File: src/logic/video_forwarding_control_regs.vh
// Purpose: Register map, field positions and codes of the video forwarding control block
// Assumes: 32-bit AXI4-Lite word per register, byte address is four times the index
// Notes: Definitions only
`ifndef VIDEO_FORWARDING_CONTROL_REGS_VH
`define VIDEO_FORWARDING_CONTROL_REGS_VH
// Register indices and word addresses
`define IDX_PORT_ENABLE 8'h20
`define IDX_MODE_CTRL 8'h21
`define IDX_FWD_STATUS 8'h22
`define IDX_IRQ_STATUS 8'h23
`define IDX_IRQ_MASK 8'h24
`define REG_ADDR_W 10
// Reset values
`define RST_PORT_ENABLE 8'h30
`define RST_MODE_CTRL 8'h01
// Port enable register fields
`define BIT_PORT1_OFF 5
`define BIT_PORT0_OFF 4
`define PORT_ENABLE_RW_MASK 8'hf0
// Mode register fields
`define BIT_REPLICATE 7
`define BIT_SEND_WHEN_READY 6
`define FLD_SYNC_HI 3
`define FLD_SYNC_LO 2
`define BIT_ROTATING 0
`define MODE_CTRL_RW_MASK 8'hcf
// Synchronized mode codes
`define SYNC_OFF 2'h0
`define SYNC_BASIC 2'h1
`define SYNC_INTERLEAVE 2'h2
`define SYNC_CONCAT 2'h3
// Status bits (forwarding status and interrupt status)
`define BIT_SYNC_OK 0
`define BIT_SYNC_FAIL 2
`define IRQ_BIT_FAIL 0
`define IRQ_BIT_SYNC_RISE 1
`define IRQ_W 2
// Short packet data type marking frame end
`define DT_FRAME_END 6'h01
`define FLD_DT_HI 5
`define FLD_DT_LO 0
// AXI responses
`define RESP_OKAY 2'h0
`define RESP_SLVERR 2'h2
`endif

File: src/logic/forward_arbiter.v
// Purpose: Chooses which receive slot is forwarded next
// Assumes: Slots hold one packet each, controls are stable register outputs
// Notes: Pure combinational, the caller registers every result
`include "video_forwarding_control_regs.vh"
module forward_arbiter
(
	input wire [1:0] slotFull, // Slot holds a packet
	input wire [1:0] slotLong, // Held packet is a video line
	input wire [1:0] portOn, // Forwarding enabled per port
	input wire rotating, // Rotating grant mode
	input wire [1:0] syncMode, // Synchronized mode code
	input wire sendWhenReady, // Send lines as available, except in concatenation mode
	input wire [1:0] batchQ, // Ports still owed from current batch
	input wire lastPort, // Port granted last
	output reg grantValid, // A port is granted
	output reg grantPort, // Granted port
	output reg [1:0] candSet, // Set the grant was chosen from
	output reg fromBatch, // Grant belongs to a synchronized batch
	output reg mismatch // Enabled ports hold different packet kinds and alignment is dropped
);
	reg [1:0] avail;
	reg allIn;
	reg kindsDiffer;
	// Grant selection
	always @*
	begin
		avail = slotFull & portOn;
		allIn = (avail == portOn) && (portOn != 2'h0);
		kindsDiffer = (avail == 2'h3) && (slotLong[0] != slotLong[1]);
		candSet = 2'h0;
		fromBatch = 1'b0;
		mismatch = 1'b0;
		if (rotating || syncMode == `SYNC_OFF)
			candSet = avail;
		else if (batchQ != 2'h0)
		begin
			candSet = batchQ & avail;
			fromBatch = 1'b1;
		end
		else if (allIn && !kindsDiffer)
		begin
			candSet = avail;
			fromBatch = 1'b1;
		end
		else if (sendWhenReady && syncMode != `SYNC_CONCAT && (avail & slotLong) != 2'h0)
			candSet = avail & slotLong;
		else if (allIn && kindsDiffer)
		begin
			candSet = avail & slotLong; // Unstick by dropping alignment
			mismatch = 1'b1;
		end
		grantValid = candSet != 2'h0;
		if (candSet == 2'h3)
		begin
			if (rotating || syncMode == `SYNC_INTERLEAVE)
				grantPort = ~lastPort;
			else
				grantPort = 1'b0;
		end
		else
			grantPort = candSet[1];
	end
endmodule // forward_arbiter

File: src/logic/video_forwarding_control.v
// Purpose: Forwarding control of a two-input camera hub onto a CSI-2 output with replication
// Assumes: Receive streams and CSI sink run on clk_sys; one packet per handshake
// Notes: Registers over AXI4-Lite; clkEn low freezes all state
//
// The implementer's own choice: register access over AXI4-Lite.
`include "video_forwarding_control_regs.vh"
module video_forwarding_control #(
	parameter DW = 32 // Packet payload width
)
(
	input wire clk_sys, // System clock
	input wire rst, // Synchronous reset, active high
	input wire clkEn, // Clock enable, freezes state when low
	input wire [1:0] rxValid, // Packet offered per receive port
	input wire [2*DW-1:0] rxData, // Packet payload per port
	input wire [1:0] rxLong, // Packet is a video line
	output reg [1:0] rxReady_q, // Slot can take a packet
	output reg out0Valid_q, // CSI output 0 packet valid
	output reg [DW-1:0] out0Data_q, // CSI output 0 payload
	output reg out0Port_q, // Source port of the packet
	output reg out0Long_q, // Packet is a video line
	output reg out0Concat_q, // Packet continues the previous line
	input wire outReady, // CSI outputs accept a packet
	output reg out1Valid_q, // CSI output 1 packet valid
	output reg [DW-1:0] out1Data_q, // CSI output 1 payload
	output reg irq_q, // Level interrupt
	input wire [31:0] s_axi_awaddr, // Write address
	input wire s_axi_awvalid, // Write address valid
	output reg s_axi_awready_q, // Write address ready
	input wire [31:0] s_axi_wdata, // Write data
	input wire [3:0] s_axi_wstrb, // Write strobes
	input wire s_axi_wvalid, // Write data valid
	output reg s_axi_wready_q, // Write data ready
	output reg [1:0] s_axi_bresp_q, // Write response
	output reg s_axi_bvalid_q, // Write response valid
	input wire s_axi_bready, // Write response ready
	input wire [31:0] s_axi_araddr, // Read address
	input wire s_axi_arvalid, // Read address valid
	output reg s_axi_arready_q, // Read address ready
	output reg [31:0] s_axi_rdata_q, // Read data
	output reg [1:0] s_axi_rresp_q, // Read response
	output reg s_axi_rvalid_q, // Read data valid
	input wire s_axi_rready // Read data ready
);
	reg [7:0] portEnableCtrl_q; // Port enable register
	reg [7:0] modeCtrl_q; // Mode register
	reg [`IRQ_W-1:0] irqStatus_q; // Sticky events
	reg [`IRQ_W-1:0] irqMask_q; // Interrupt mask
	reg syncOk_q; // Synchronized status
	reg syncFail_q; // Sticky failure flag
	reg frameSent_q; // A synchronized frame was completed
	reg [1:0] batch_q; // Ports still owed in batch
	reg lastPort_q; // Last granted port
	reg [DW-1:0] slotData_q [0:1]; // Receive slots
	reg [1:0] slotFull_q; // Slot occupancy
	reg [1:0] slotLong_q; // Slot packet kind
	reg [`REG_ADDR_W-1:0] awAddr_q; // Captured write address
	reg [7:0] wByte_q; // Captured write byte
	reg wLane_q; // Byte lane 0 strobed
	reg awHave_q; // Write address held
	reg wHave_q; // Write data held
	wire [1:0] portOn; // Enabled ports
	wire rotating; // Rotating grant mode
	wire [1:0] syncMode; // Synchronized mode code
	wire grantValid; // Arbiter grant
	wire grantPort; // Granted port
	wire [1:0] candSet; // Candidate set
	wire fromBatch; // Grant from batch
	wire mismatch; // Kind mismatch
	wire outLoad; // Output stage takes a packet
	wire [1:0] batchLeft; // Batch after this grant
	wire batchDone; // Batch finished on this grant
	wire failEvent; // Synchronization lost
	wire okRise; // Sync status rises
	wire wrFire; // Register write happens
	wire rdFire; // Register read happens
	wire [`REG_ADDR_W-1:0] rdAddr; // Read byte address
	wire [1:0] slotTake; // Slot handshake per port
	wire [1:0] slotDrain; // Slot emptied per port
	reg [31:0] rdValue; // Read mux result
	reg rdHit; // Read address mapped
	assign portOn = {~portEnableCtrl_q[`BIT_PORT1_OFF], ~portEnableCtrl_q[`BIT_PORT0_OFF]};
	assign rotating = modeCtrl_q[`BIT_ROTATING];
	assign syncMode = modeCtrl_q[`FLD_SYNC_HI:`FLD_SYNC_LO];
	assign outLoad = grantValid && (!out0Valid_q || outReady);
	assign batchLeft = candSet & ~(grantPort ? 2'h2 : 2'h1);
	assign batchDone = outLoad && fromBatch && (batchLeft == 2'h0);
	assign failEvent = outLoad && mismatch && frameSent_q;
	assign okRise = batchDone && !syncOk_q;
	assign rdAddr = s_axi_araddr[`REG_ADDR_W-1:0];
	assign wrFire = awHave_q && wHave_q && !s_axi_bvalid_q;
	assign rdFire = s_axi_arvalid && s_axi_arready_q;
	// Grant selection for the next forwarded packet
	forward_arbiter u_arbiter (
		.slotFull(slotFull_q),
		.slotLong(slotLong_q),
		.portOn(portOn),
		.rotating(rotating),
		.syncMode(syncMode),
		.sendWhenReady(modeCtrl_q[`BIT_SEND_WHEN_READY]),
		.batchQ(batch_q),
		.lastPort(lastPort_q),
		.grantValid(grantValid),
		.grantPort(grantPort),
		.candSet(candSet),
		.fromBatch(fromBatch),
		.mismatch(mismatch)
	);
	// One holding slot per receive port
	genvar p;
	generate
		for (p = 0; p < 2; p = p + 1)
		begin : gSlot
			assign slotTake[p] = rxValid[p] && rxReady_q[p];
			assign slotDrain[p] = outLoad && (grantPort == p);
			// Slot fill and drain; a disabled port is drained and dropped
			always @(posedge clk_sys)
			begin
				if (rst)
				begin
					slotFull_q[p] <= 1'b0;
					slotLong_q[p] <= 1'b0;
					slotData_q[p] <= {DW{1'b0}};
					rxReady_q[p] <= 1'b0;
				end
				else if (clkEn)
				begin
					if (slotTake[p] && portOn[p])
					begin
						slotFull_q[p] <= 1'b1;
						slotLong_q[p] <= rxLong[p];
						slotData_q[p] <= rxData[p*DW +: DW];
					end
					else if (slotDrain[p] || !portOn[p])
						slotFull_q[p] <= 1'b0;
					// Ready is the registered emptiness of the next cycle
					rxReady_q[p] <= !((slotTake[p] && portOn[p]) || (slotFull_q[p] && !slotDrain[p] && portOn[p]));
				end
			end
		end
	endgenerate
	// Output stage and replicated copy
	always @(posedge clk_sys)
	begin
		if (rst)
		begin
			out0Valid_q <= 1'b0;
			out0Data_q <= {DW{1'b0}};
			out0Port_q <= 1'b0;
			out0Long_q <= 1'b0;
			out0Concat_q <= 1'b0;
			out1Valid_q <= 1'b0;
			out1Data_q <= {DW{1'b0}};
			lastPort_q <= 1'b1;
			batch_q <= 2'h0;
		end
		else if (clkEn)
		begin
			if (outLoad)
			begin
				// holds since no grant exists without an enabled full slot
				out0Valid_q <= 1'b1;
				out0Data_q <= slotData_q[grantPort];
				out0Port_q <= grantPort;
				out0Long_q <= slotLong_q[grantPort];
				out0Concat_q <= fromBatch && syncMode == `SYNC_CONCAT && batch_q != 2'h0 &&
					batch_q != portOn && slotLong_q[grantPort];
				out1Valid_q <= modeCtrl_q[`BIT_REPLICATE];
				out1Data_q <= slotData_q[grantPort];
				lastPort_q <= grantPort;
				batch_q <= fromBatch ? batchLeft : batch_q;
			end
			else if (outReady)
			begin
				out0Valid_q <= 1'b0;
				out1Valid_q <= 1'b0;
			end
			if (rotating || syncMode == `SYNC_OFF)
				batch_q <= 2'h0;
		end
	end
	// Synchronization status, failure flag and interrupt
	always @(posedge clk_sys)
	begin
		if (rst)
		begin
			syncOk_q <= 1'b0;
			syncFail_q <= 1'b0;
			frameSent_q <= 1'b0;
			irqStatus_q <= {`IRQ_W{1'b0}};
			irq_q <= 1'b0;
		end
		else if (clkEn)
		begin
			if (syncMode == `SYNC_OFF || rotating || failEvent)
				syncOk_q <= 1'b0;
			else if (batchDone)
				syncOk_q <= 1'b1;
			if (syncMode == `SYNC_OFF || rotating)
				frameSent_q <= 1'b0;
			else if (batchDone && !slotLong_q[grantPort] &&
				slotData_q[grantPort][`FLD_DT_HI:`FLD_DT_LO] == `DT_FRAME_END)
				frameSent_q <= 1'b1;
			// Event wins over clear-on-read in the same cycle
			if (failEvent)
				syncFail_q <= 1'b1;
			else if (rdFire && rdAddr == {`IDX_FWD_STATUS, 2'h0})
				syncFail_q <= 1'b0;
			irqStatus_q <= (irqStatus_q & ~((wrFire && wLane_q && awAddr_q == {`IDX_IRQ_STATUS, 2'h0}) ?
				wByte_q[`IRQ_W-1:0] : {`IRQ_W{1'b0}})) | {okRise, failEvent};
			irq_q <= |(irqStatus_q & irqMask_q);
		end
	end
	// Write channel: address and data taken in either order
	always @(posedge clk_sys)
	begin
		if (rst)
		begin
			s_axi_awready_q <= 1'b0;
			s_axi_wready_q <= 1'b0;
			s_axi_bvalid_q <= 1'b0;
			s_axi_bresp_q <= `RESP_OKAY;
			awHave_q <= 1'b0;
			wHave_q <= 1'b0;
			awAddr_q <= {`REG_ADDR_W{1'b0}};
			wByte_q <= 8'h00;
			wLane_q <= 1'b0;
			portEnableCtrl_q <= `RST_PORT_ENABLE;
			modeCtrl_q <= `RST_MODE_CTRL;
			irqMask_q <= {`IRQ_W{1'b0}};
		end
		else if (clkEn)
		begin
			s_axi_awready_q <= !awHave_q && !(s_axi_awvalid && s_axi_awready_q);
			s_axi_wready_q <= !wHave_q && !(s_axi_wvalid && s_axi_wready_q);
			if (s_axi_awvalid && s_axi_awready_q)
			begin
				awHave_q <= 1'b1;
				awAddr_q <= s_axi_awaddr[`REG_ADDR_W-1:0];
			end
			if (s_axi_wvalid && s_axi_wready_q)
			begin
				wHave_q <= 1'b1;
				wByte_q <= s_axi_wdata[7:0];
				wLane_q <= s_axi_wstrb[0];
			end
			if (wrFire)
			begin
				s_axi_bvalid_q <= 1'b1;
				s_axi_bresp_q <= `RESP_OKAY;
				case (awAddr_q)
					{`IDX_PORT_ENABLE, 2'h0}:
						if (wLane_q)
							portEnableCtrl_q <= wByte_q & `PORT_ENABLE_RW_MASK;
					{`IDX_MODE_CTRL, 2'h0}:
						if (wLane_q)
							modeCtrl_q <= wByte_q & `MODE_CTRL_RW_MASK;
					{`IDX_IRQ_MASK, 2'h0}:
						if (wLane_q)
							irqMask_q <= wByte_q[`IRQ_W-1:0];
					{`IDX_IRQ_STATUS, 2'h0}, {`IDX_FWD_STATUS, 2'h0}:
						s_axi_bresp_q <= `RESP_OKAY; // Clearing handled with the flags
					default:
						s_axi_bresp_q <= `RESP_SLVERR;
				endcase
			end
			else if (s_axi_bvalid_q && s_axi_bready)
			begin
				s_axi_bvalid_q <= 1'b0;
				awHave_q <= 1'b0;
				wHave_q <= 1'b0;
				s_axi_awready_q <= 1'b1;
				s_axi_wready_q <= 1'b1;
			end
		end
	end
	// Read mux
	always @*
	begin
		rdValue = 32'h00000000;
		rdHit = 1'b1;
		case (rdAddr)
			{`IDX_PORT_ENABLE, 2'h0}:
				rdValue[7:0] = portEnableCtrl_q;
			{`IDX_MODE_CTRL, 2'h0}:
				rdValue[7:0] = modeCtrl_q;
			{`IDX_FWD_STATUS, 2'h0}:
			begin
				rdValue[`BIT_SYNC_OK] = syncOk_q;
				rdValue[`BIT_SYNC_FAIL] = syncFail_q;
			end
			{`IDX_IRQ_STATUS, 2'h0}:
				rdValue[`IRQ_W-1:0] = irqStatus_q;
			{`IDX_IRQ_MASK, 2'h0}:
				rdValue[`IRQ_W-1:0] = irqMask_q;
			default:
				rdHit = 1'b0;
		endcase
	end
	// Read channel: one read at a time
	always @(posedge clk_sys)
	begin
		if (rst)
		begin
			s_axi_arready_q <= 1'b0;
			s_axi_rvalid_q <= 1'b0;
			s_axi_rdata_q <= 32'h00000000;
			s_axi_rresp_q <= `RESP_OKAY;
		end
		else if (clkEn)
		begin
			if (rdFire)
			begin
				s_axi_arready_q <= 1'b0;
				s_axi_rvalid_q <= 1'b1;
				s_axi_rdata_q <= rdValue;
				s_axi_rresp_q <= rdHit ? `RESP_OKAY : `RESP_SLVERR;
			end
			else if (s_axi_rvalid_q && s_axi_rready)
			begin
				s_axi_rvalid_q <= 1'b0;
				s_axi_arready_q <= 1'b1;
			end
			else if (!s_axi_rvalid_q)
				s_axi_arready_q <= 1'b1;
		end
	end
endmodule // video_forwarding_control

File: config.mk
export PLATFORM = sky130hd
export DESIGN_NAME = video_forwarding_control
export DESIGN_NICKNAME = d
export VERILOG_FILES = /design/src/logic/forward_arbiter.v /design/src/logic/video_forwarding_control.v
export VERILOG_INCLUDE_DIRS = /design/src /design/src/logic
export SDC_FILE = /design/constraint.sdc
export NUM_CORES = 1
export LEC_CHECK = 0
export ABC_AREA = 1
export CORE_UTILIZATION = 50
export DETAILED_ROUTE_END_ITERATION = 10
export DONT_BUFFER_PORTS = 1
export PLACE_DENSITY = 0.73
export SLEW_MARGIN = 40
export SYNTH_ARGS = -nofsm -noshare
export SYNTH_HDL_FRONTEND = slang
export SYNTH_SLANG_ARGS = --single-unit
File: constraint.sdc
create_clock -name clk_sys -period 3.15 [get_ports clk_sys]
set_input_delay 0.315 -clock clk_sys [delete_from_list [all_inputs] [get_ports clk_sys]]
set_output_delay 0.315 -clock clk_sys [all_outputs]
set_load 0.01 [all_outputs]
# Word-level counts from Yosys, hierarchy flattened
# Memories as Yosys holds them, arrays and structs flattened.
# Index checks and enable logic that the tools add are counted.
# totals
reg_bits	102
ram_bits	64
inputBits	177
n_memories	1
# memory_table
memory	depth	width	read_ports	rd_clocked_by_memory_dff	wr	line_no	text
slotData_q	2	32	1	0	2	video_forwarding_control.v:54	reg [DW-1:0] slotData_q [0:1];
# op_classes
n_lt_le_gt_ge	1
n_eq_ne	20
muxes	71
bitwise_logic	15
n_reduce_logical	100
# op_table
operator	n
$eq A10 B8 Y1 const B	10
$mux W32	2
$mux W1	53
$logic_and A1 B1 Y1	40
$reduce_and A2 Y1	16
$reduce_bool A2 Y1	14
$mux W2	12
$logic_not A1 Y1	13
$and A2 B2 Y2	6
$reduce_and A4 Y1	3
$pmux W5 S2	1
$reduce_or A5 Y1	2
$eq A2 B2 Y1 const B	4
$logic_or A1 B1 Y1	8
$eq A6 B1 Y1 const B	1
$logic_not A2 Y1	2
$not A1 Y1	4
$not A2 Y2	2
$pmux W1 S4	1
$ne A3 B1 Y1 const B	1
$pmux W1 S3	1
$reduce_and A3 Y1	1
$eq A2 B2 Y1	1
$lt A1 B2 Y1 const B	1
7 further kinds	8

# Longest topological paths before layout
# Gate-level depths: netlist of the first run.
# depth
word_depth	21
ltp_mapped	18
ltp_nobuf	17

# Cells and area by module
# A second synthesis of the first run with hierarchy kept.
# hier_totals
hier_cells	918
hier_area_um2	7487.2
# by_module_without_submodules
mod	instances	cells_each	area_per_inst_um2	seq_area_each_um2
video_forwarding_control	1	867	7260.7	3923.8
forward_arbiter	1	51	226.5	0.0

# Worst setup path after synthesis of the first run
# No wires, ideal clock.
# synth_path
path_type	input-to-reg
start	in clkEn
end	mem slotData_q[1][0], enable pin
t_arrival_ps	1796
t_required_ps	2760
path_slack_ps	964
stages	6
cell_sequence	clkbuf_1 inv_1 clkbuf_1 nor2_1 inv_1 nand2_1
# synth_lines
element	line_no	text
start: declaration	video_forwarding_control.v:13	input wire clkEn,
end: declaration	video_forwarding_control.v:54	

# Worst setup path in the final report of the first run
# layout_path
start	reg portEnableCtrl_q[4]
end	reg frameSent_q
# layout_via
elab_chain_cells	21
# layout_lines
element	line_no	text
start: declaration	video_forwarding_control.v:45	reg [7:0] portEnableCtrl_q;
start signal: assignment	video_forwarding_control.v:228	portEnableCtrl_q <= `RST_PORT_ENABLE;
start signal: assignment	video_forwarding_control.v:254	portEnableCtrl_q <= wByte_q & `PORT_ENABLE_RW_MASK;
$not A1 Y1 *	video_forwarding_control.v:82	assign portOn = {~portEnableCtrl_q[`BIT_PORT1_OFF], ~portEnableCtrl_q[`BIT_PORT0_OFF]};
$and A2 B2 Y2	forward_arbiter.v:27	avail = slotFull & portOn;
$eq A2 B2 Y1, on equally long branches	forward_arbiter.v:28, forward_arbiter.v:29	
$logic_and A1 B1 Y1, on equally long branches	forward_arbiter.v:28, forward_arbiter.v:29	
$logic_and A1 B1 Y1	forward_arbiter.v:47	else if (allIn && kindsDiffer)
$mux W2	forward_arbiter.v:47	
$mux W2	forward_arbiter.v:45	else if (sendWhenReady && syncMode != `SYNC_CONCAT && (avail & slotLong) != 2'h0)
$mux W2	forward_arbiter.v:40	else if (allIn && !kindsDiffer)
(+5 left out)	n/a	
$not A2 Y2	video_forwarding_control.v:86	assign batchLeft = candSet & ~(grantPort ? 2'h2 : 2'h1);
$and A2 B2 Y2	video_forwarding_control.v:86	
$logic_not A2 Y1	video_forwarding_control.v:87	assign batchDone = outLoad && fromBatch && (batchLeft == 2'h0);
$logic_and A1 B1 Y1	video_forwarding_control.v:87	
$logic_and A1 B1 Y1	video_forwarding_control.v:201	else if (batchDone && !slotLong_q[grantPort] &&
$logic_and A1 B1 Y1 (no line) *	n/a	
$reduce_bool A2 Y1 (no line) *	n/a	
$reduce_and A2 Y1 (no line) *	n/a	
end signal: assignment	video_forwarding_control.v:189	frameSent_q <= 1'b0;
end signal: assignment	video_forwarding_control.v:200	frameSent_q <= 1'b0;
end signal: assignment	video_forwarding_control.v:203	frameSent_q <= 1'b1;
end: declaration	video_forwarding_control.v:51	reg frameSent_q;
# Mark *: on every way between the ends. The rest lies on a longest branch, timed or not. The select of a mux whose other input is x is not followed.
# A chain may end at the register's enable or synchronous reset.

==> results of run 1 <==
[worst register-to-register path: cells and delay by family, from the launching register on]
kind | cells | cell delay (ns)
and+or+nand+nor | 15 | 1.45
AOI/OAI and AO/OA | 1 | 0.12
buffers and inverters | 2 | 0.53
DFF | 1 | 0.36
[synth_stat cells (all sizes together)]
cell type and count:
a22oi 1, o211ai 33, o31ai 2, conb 1, nor3 9, a31oi 4
inv 155, nor2 92, edfxtp 64, xnor2 1, nor4 1, nand3b 3
buf 73, nand4 10, a21oi 59, dfxtp 100, o21ai 45, o22ai 2
clkbuf 22, o2111ai 1, o41ai 2, nand2 155, a31o 1, nand3 71
[stage by stage]
stage | power, W | setup WS [ns] | hold slack (ns) | cell area, µm²
final | 0.00447 | 0.648 | 0.0365 | 8030
after global routing | 0.00462 | 0.349 | 0.0258 | 8030
after CTS | 0.00451 | 0.641 | 0.0241 | 8040
after detailed placement | 0.00246 | 0.667 | 0.388 | 7410
after global placement | 0.00245 | 0.687 | 0.386 | 7410
after floorplan | 0.00245 | 0.964 | 0.417 | 7750
[layer usage]
layer	wire length (µm)	track usage	vias up
li1	-	-	2772
met1	6950	0.254	2476
met2	7890	0.364	182
met3	1150	0.0718	22
met4	313	0.0744	0
met5	0	0	-
[state kept, by name (all words and copies together) (netlist names), 2 cells and up]
signal and flops:
s_axi_rdata_q 8, batch_q 2, modeCtrl_q 6, irqMask_q 2, slotFull_q 2, awAddr_q 10, irqStatus_q 2, portEnableCtrl_q 4
rxReady_q 2, slotData_q 64, slotLong_q 2, out1Data_q 32, wByte_q 8
[final cells by class]
cell class                      count  area [µm²]
Clock buffer                       18         450
Clock inverter                     14         143
Fill cell                        1367        6720
Inverter                          155         584
Multi-Input combinational cell    518        2590
Sequential cell                   164        3920
Tap cell                          184         230
Timing Repair Buffer               12         105
[timing repair]
action                    CTS  global route
setup buffers               0             0
hold buffers                3             0
hold endpoints to repair   30             0
[worst min path at each step]
stage                             to  cells past startpoint             from
finish                 slotLong_q[1]                      2        rxLong[1]
global placement         awAddr_q[5]                      1              rst
CTS                    slotLong_q[1]                      2        rxLong[1]
global route           slotLong_q[0]                      2        rxLong[0]
detailed placement    s_axi_bvalid_q                      1              rst
floorplan           s_axi_rdata_q[3]                      1  s_axi_araddr[3]
[kinds of logic (layout without fill, tap and decap cells)]
kind of cell    after synthesis  in the layout  share of synthesized area
other cells                   1             26                   0.000490
simple gates                341            341                      0.196
buf+inv                     250            199                      0.161
flops                       164            164                      0.512
compound gates              150            150                      0.129
xor+xnor                      1              1                    0.00114
[power by group]
group	switching (W)	internal (W)	total [W]
clock network	0.000896	0.00116	0.00205
registers	0.0000219	0.00224	0.00227
logic	0.000114	0.0000383	0.000152
total	0.00103	0.00344	0.00447
==> results.json, run 1 <==
{
  "powerDensity_nw_per_um2": 557,
  "ys_warn_count": 0,
  "cpPeakStageDelay_ns": 0.36,
  "final_core_util": 0.544,
  "antenna_found_initial": 0,
  "num_rows": 44,
  "grt_use_total": 0.214,
  "clk-insertion-delay-late_ns": 0.42,
  "maxCapViolCount": 0,
  "r2r-start": "portEnableCtrl_q[4]",
  "slew_violations": 0,
  "clk_pin_slew_ns": 0.07,
  "cts_resized": 0,
  "yosysSeqAreaShare": 0.512,
  "drt-pass1-iter-count": 4,
  "synth_area_leader_cell": "dfxtp_1",
  "diodes": 0,
  "r2r_cells": 18,
  "hold_violations": 0,
  "crit_cells": 18,
  "die_h_um": 126,
  "critical_path.cell_chain": "inv_2 > nand2_2 > nor2_4 > nand2_2 > nand2_2 > nand2_1 > nand2_1 > nand2_1 > nand2_2 > nand3_4 > nand2_4 > buf_4 > nand2_1 > nand2_1 > nand2_1 > nor2_1 > nand3_1 > a21oi_2",
  "vias": 5452,
  "relSlewSlack": 0.578,
  "timing.rr.end": "frameSent_q",
  "area_growth_pct": 4.89,
  "clk_path_buf_depth": 2,
  "netlist.area_leader.share": 0.261,
  "drc": 0,
  "power_leakage_nw": 3.56,
  "path_buf_inv": 2,
  "rrSetupSlack_ns": 0.65,
  "cts_buffers": 17,
  "fin_crit_ns": 2.50,
  "slowest_stage": "dfxtp_1",
  "h-tree-depth": 4,
  "gp_congestion": 0.888,
  "drt_iter0_markers": 262,
  "ys_types": 40,
  "finalSetupViolations": 0,
  "synth.area.top_cells": "dfxtp_1 26%, edfxtp_1 25%, nand2_1 7.1%, inv_1 7.0%, buf_4 6.1%",
  "wl_per_cell_um": 15.3,
  "rsz0062_at_grt": "no",
  "fin_crit_sh": 0.794,
  "final_cell_mix": "144 x nand2_1, 142 x inv_1, 100 x dfxtp_1, 90 x nor2_1, 69 x nand3_1",
  "layout-drive-gt1-share": 0.109,
  "placed_cells": 1030,
  "dp.final_hpwl_um": 10900,
  "num_io_pins": 290,
  "status": "finished, final reports clean",
  "worstSetupPathType": "reg2reg",
  "drt_wl_total_um": 16300,
  "worstSetupStartpoint": "portEnableCtrl_q[4]",
  "grt_first_pass_wirelength_um": 26100,
  "post_drt_via_cell_ratio": 5.12,
  "grt_pass1_vias": 5209,
  "syn-cell-area_um2": 7660,
  "ant_nets": 0,
  "layout_commonest_cell": "nand2_1",
  "hp-class": "in2reg",
  "cp_max_fo": 34,
  "synth_seq_cells": 164,
  "timing.fmax_mhz": 400,
  "die_x_um": 126,
  "clock-sinks": 164,
  "critPathTopFamily": "simple AND/OR/NAND/NOR gates",
  "grt_max_degree": 55,
  "overflow": 0,
  "portBuffers": 0,
  "finClkSkew_ns": 0.00957,
  "synth_area_per_cell_um2": 8.44,
  "finalSetupTns_ns": 0,
  "end_kind": "register",
  "syn_inst": 907,
  "final-instance-count-excl-fill": 1065,
  "cp_common_cell": "nand2_1",
  "root_buffer": "clkbuf_16",
  "required_ns": 3.50,
  "cp_data_arrival_time_ns": 2.85,
  "cts_tree": "yes",
  "dieArea_um2": 15800,
  "initial_core_util": 0.519,
  "peakVddDrop_v": 0.000439,
  "worstSetupEndpoint": "frameSent_q",
  "worstMarginPinSlew_ns": 0.632,
  "nets": 1045,
  "start_kind": "register",
  "coreArea_um2": 14800
}
Power figures use the tool's default switching activity.
==> run 2: changes to the inputs <==
==> constraint.sdc (replaced) <==
create_clock -name clk_sys -period 2.4 [get_ports clk_sys]
set_input_delay 0.24 -clock clk_sys [delete_from_list [all_inputs] [get_ports clk_sys]]
set_output_delay 0.24 -clock clk_sys [all_outputs]
set_load 0.01 [all_outputs]
==> run 2 against run 1 <==
Non-clock buffer count grew 25. Sequential cell count did not move. First-iteration DRC count is 11% lower. Critical path depth shrank 2. Total power increased by 31%. Via count is 4.3% higher. Die area unchanged. Critical path type unchanged.
==> results.json, run 2 (synthesis gave the netlist of run 1 again) <==
{
  "status": "finished, final reports clean",
  "top_regs": "slotData_q: 64 flops, out1Data_q: 32 flops, awAddr_q: 10 flops",
  "largest_reg_flops": 64,
  "top_register": "slotData_q",
  "rsz0062_at_grt": "no",
  "layout-drive-gt1-share": 0.116,
  "clock-sinks": 164,
  "cts_tree": "yes",
  "h-tree-depth": 4,
  "clk_path_buf_depth": 2,
  "fin_crit_ns": 2.18,
  "cp_max_fo": 6,
  "drt_wl_total_um": 16900,
  "finClkSkew_ns": 0.00706,
  "powerDensity_nw_per_um2": 708,
  "grt_first_pass_wirelength_um": 26700,
  "layout_commonest_cell": "nand2_1",
  "end_kind": "register",
  "cts_buffers": 17,
  "dieArea_um2": 15800,
  "ant_nets": 0,
  "antenna_found_initial": 0,
  "die_h_um": 126,
  "worstSetupPathType": "reg2reg",
  "power_w": 0.00588,
  "root_buffer": "clkbuf_16",
  "drt-pass1-iter-count": 5,
  "r2r_cells": 16,
  "finalSetupTns_ns": 0,
  "initial_core_util": 0.519,
  "portBuffers": 0,
  "relSlewSlack": 0.609,
  "coreArea_um2": 14800,
  "maxCapViolCount": 0,
  "required_ns": 2.76,
  "nets": 1070,
  "hp-class": "in2reg",
  "num_rows": 44,
  "vias": 5684,
  "power_leakage_nw": 3.68,
  "gp_congestion": 0.878,
  "grt_use_total": 0.218,
  "cp_data_arrival_time_ns": 2.54,
  "num_io_pins": 290,
  "wl_per_cell_um": 15.5,
  "final_cell_mix": "144 x nand2_1, 142 x inv_1, 100 x dfxtp_1, 90 x nor2_1, 69 x nand3_1",
  "slew_violations": 0,
  "post_drt_via_cell_ratio": 5.21,
  "hold_violations": 0,
  "clk-insertion-delay-late_ns": 0.43,
  "dp.final_hpwl_um": 11300,
  "fin_crit_sh": 0.908,
  "worstMarginPinSlew_ns": 0.585,
  "drc": 0,
  "stdcell_area_um2": 8300,
  "final_core_util": 0.562,
  "timing.fmax_mhz": 459,
  "die_x_um": 126,
  "placed_area_um2": 7480,
  "finalSetupViolations": 0,
  "clk_pin_slew_ns": 0.06,
  "grt_max_degree": 47,
  "whs_path_depth": 2,
  "overflow": 0,
  "start_kind": "register",
  "peakVddDrop_v": 0.000508,
  "area_growth_pct": 8.35,
  "diodes": 0,
  "drt_iter0_markers": 233,
  "grt_pass1_vias": 5357
}
run 2: what timing repair did:
action	4_1_cts	5_1_grt
hold buffers	18	0
setup buffers	0	2
gates resized for setup	0	2
endpoints found under the hold margin	38	0
endpoints found under the setup margin	0	20
run 2: report_power, final:
group | total (W) | internal [W] | switching [W]
logic | 0.000224 | 0.0000657 | 0.000158
registers | 0.00298 | 0.00295 | 0.0000291
clock network | 0.00268 | 0.00154 | 0.00114
run 2: critical path, stage by stage (launching register included):
cell	delay, ns
dfxtp_1	0.36
inv_2	0.13
nand2_4	0.09
nor2_2	0.12
nand2_2	0.09
nand2_2	0.08
nand2_1	0.05
nand2_1	0.07
nand2_2	0.07
a21oi_4	0.21
buf_4	0.19
nand3_1	0.10
nand2_1	0.09
nand2_1	0.05
nor2_1	0.18
nand3_1	0.12
a21oi_2	0.12
run 2: final cells by class:
class / instances / area (µm²)
sequential: 164 / 3920
tap: 184 / 230
inverter: 155 / 584
timing repair buffer: 37 / 368
clock buffer: 20 / 468
multi-input combinational: 518 / 2600
clock inverter: 12 / 119
fill: 1332 / 6460
run 2: worst paths after layout:
path,startpoint,endpoint,slack [ns]
worst max-delay path,portEnableCtrl_q[5],frameSent_q,0.22
worst min-delay path,s_axi_wdata[7],wByte_q[7],0.02
worst max register to register,portEnableCtrl_q[5],frameSent_q,0.22
worst min register to register,awAddr_q[0],awAddr_q[0],0.46
run 2: metrics by stage:
step / std cells / hold slack [ns] / setup slack [ns]
global route: 1090 / 0.00350 / 0.0199
floorplan: 932 / 0.342 / 0.289
finish: 1090 / 0.0172 / 0.220
global placement: 1037 / 0.312 / 0.212
detailed placement: 1037 / 0.314 / 0.170
CTS: 1087 / 0.000241 / 0.154
run 2: metal layers:
metal / GRT usage / wire length (µm) / up-vias
li1: - / - / 2815
met1: 0.253 / 6870 / 2621
met2: 0.370 / 8250 / 209
met3: 0.0714 / 1270 / 39
met4: 0.0964 / 516 / 0
met5: 0 / 0 / -
==> run 3: changes to the inputs <==
--- a/config.mk
+++ b/config.mk
@@ -7,10 +7,10 @@
 export NUM_CORES = 1
 export LEC_CHECK = 0
 export ABC_AREA = 1
+export CORE_MARGIN = 2
 export CORE_UTILIZATION = 50
 export DETAILED_ROUTE_END_ITERATION = 10
 export DONT_BUFFER_PORTS = 1
-export PLACE_DENSITY = 0.73
 export SLEW_MARGIN = 40
 export SYNTH_ARGS = -nofsm -noshare
 export SYNTH_HDL_FRONTEND = slang
==> run 3 against run 2 <==
Register-to-register slack about the same. Combinational power barely moved. Fmax shrank 0.25%. First-iteration DRC count up 41%. Critical path depth stayed put. Final cell count decreased by 0.28%. Non-clock buffer count is 6 lower. Sequential power hardly changed.
==> results.json, run 3 (synthesis gave the netlist of run 1 again) <==
{
  "initial_core_util": 0.507,
  "diodes": 0,
  "die_h_um": 128,
  "coreArea_um2": 15100,
  "drt_iter0_markers": 329,
  "pre_cts_slack_ns": 0.131,
  "start_kind": "register",
  "r2r_cells": 16,
  "worstMarginPinSlew_ns": 0.655,
  "fin_crit_ns": 2.19,
  "hp-class": "in2reg",
  "nets": 1064,
  "timing.fmax_mhz": 457,
  "dieArea_um2": 16300,
  "timing.rr.end": "frameSent_q",
  "relSlewSlack": 0.562,
  "worstSetupEndpoint": "frameSent_q",
  "hold_violations": 0,
  "rrSetupSlack_ns": 0.21,
  "drt-pass1-iter-count": 5,
  "final_cell_mix": "143 x nand2_1, 142 x inv_1, 100 x dfxtp_1, 90 x nor2_1, 69 x nand3_1",
  "final-instance-count-excl-fill": 1087,
  "h-tree-depth": 4,
  "die_x_um": 128,
  "clk_pin_slew_ns": 0.06,
  "required_ns": 2.75,
  "num_io_pins": 290,
  "drt_wl_total_um": 17200,
  "r2r-start": "portEnableCtrl_q[5]",
  "layout_commonest_cell": "nand2_1",
  "grt_max_degree": 34,
  "grt_first_pass_wirelength_um": 27200,
  "finalSetupTns_ns": 0,
  "rsz0062_at_grt": "yes",
  "layout-drive-gt1-share": 0.115,
  "antenna_found_initial": 0,
  "maxCapViolCount": 0,
  "overflow": 0,
  "cts_tree": "yes",
  "post_drt_via_cell_ratio": 5.22,
  "area_growth_pct": 8.15,
  "status": "finished, final reports clean",
  "worstSetupStartpoint": "portEnableCtrl_q[5]",
  "portBuffers": 0,
  "finClkSkew_ns": 0.0171,
  "gp_congestion": 0.823,
  "ant_nets": 0,
  "wl_per_cell_um": 15.8,
  "cp_max_fo": 15,
  "dp.final_hpwl_um": 11900,
  "grt_pass1_vias": 5546,
  "clock-sinks": 164,
  "drc": 0,
  "slew_violations": 0,
  "cp_data_arrival_time_ns": 2.54,
  "clk_path_buf_depth": 2,
  "worstSetupPathType": "reg2reg",
  "root_buffer": "clkbuf_16",
  "largest_reg_flops": 64,
  "vias": 5669,
  "finalWorstSetupSlack_ns": 0.214,
  "end_kind": "register",
  "finalSetupViolations": 0,
  "fin_crit_sh": 0.911,
  "num_rows": 45,
  "peakVddDrop_v": 0.000491,
  "powerDensity_nw_per_um2": 725,
  "placed_cells": 1041,
  "top_regs": "slotData_q: 64 flops, out1Data_q: 32 flops, awAddr_q: 10 flops",
  "grt_use_total": 0.216,
  "clk-insertion-delay-late_ns": 0.43,
  "power_leakage_nw": 3.66,
  "cts_buffers": 17,
  "top_register": "slotData_q"
}
-- run 3: cell types whose count changed in the layout (fill, tap and decap cells not counted), sizes merged, moves of 2 or more --
cell and change:
inv -4, dlygate4sd3 -6, bufinv +2, clkbuf +3
clkinvlp -2
-- run 3: repair_timing --
item / 4_1_cts / 5_1_grt
endpoints found under the hold margin: 34 / 0
setup buffers: 0 / 3
gates resized for setup: 0 / 4
setup endpoints to repair: 0 / 20
hold buffers: 12 / 0
-- run 3: final cells by class --
cell class              count  area [µm²]
flip-flops and latches    164        3920
clock inverters             7         123
clock buffers              24         482
multi-input cells         518        2610
inverters                 155         589
fillers                  1384        6810
well taps                 188         235
repair buffers             31         323
-- run 3: metal layers --
| layer | vias up | track usage | wire length [µm] |
|---|---|---|---|
| met5 | - | 0 | 0 |
| met1 | 2648 | 0.248 | 7180 |
| li1 | 2813 | - | - |
| met3 | 21 | 0.0664 | 1070 |
| met4 | 0 | 0.0879 | 256 |
| met2 | 187 | 0.375 | 8650 |
-- run 3: critical path: stages, from the launching register on --
cell and delay, ns:
dfxtp_1 0.36, inv_2 0.14, nand2_4 0.09, nor2_2 0.13, nand2_2 0.09, nand2_2 0.08
nand2_1 0.05, nand2_1 0.07, nand2_2 0.08, a21oi_4 0.20, nand2_8 0.13, buf_4 0.21
nand2_4 0.06, nand2_1 0.06, nor2_1 0.12, nand3_1 0.11, a21oi_2 0.13
-- run 3: through the flow --
step | total power, W | util | hold WS (ns) | area (µm²)
2_1_floorplan | 0.00322 | - | 0.342 | 7750
4_1_cts | 0.00605 | 0.546 | 0.00241 | 8250
3_3_place_gp | 0.00322 | 0.498 | 0.313 | 7510
6_report | 0.00600 | 0.549 | 0.0203 | 8280
3_5_place_dp | 0.00323 | 0.498 | 0.316 | 7510
5_1_grt | 0.00620 | 0.549 | 0.0128 | 8280
-- run 3: power breakdown --
| part | leakage (nW) | total (W) | switching (W) | internal, W |
|---|---|---|---|---|
| Combinational | 1.90 | 0.000222 | 0.000158 | 0.0000646 |
| Clock | 0.298 | 0.00280 | 0.00108 | 0.00173 |
| Sequential | 1.47 | 0.00298 | 0.0000309 | 0.00295 |
-- run 3: worst min path at each step --
stage / start / to / cells past startpoint
2_1_floorplan: s_axi_araddr[3] / s_axi_rdata_q[3] / 1
3_3_place_gp: rst / awAddr_q[5] / 1
3_5_place_dp: rst / out0Valid_q / 1
4_1_cts: outReady / out1Valid_q / 3
5_1_grt: rxData[31] / slotData_q[0][31] / 2
6_report: rxData[44] / slotData_q[1][12] / 2
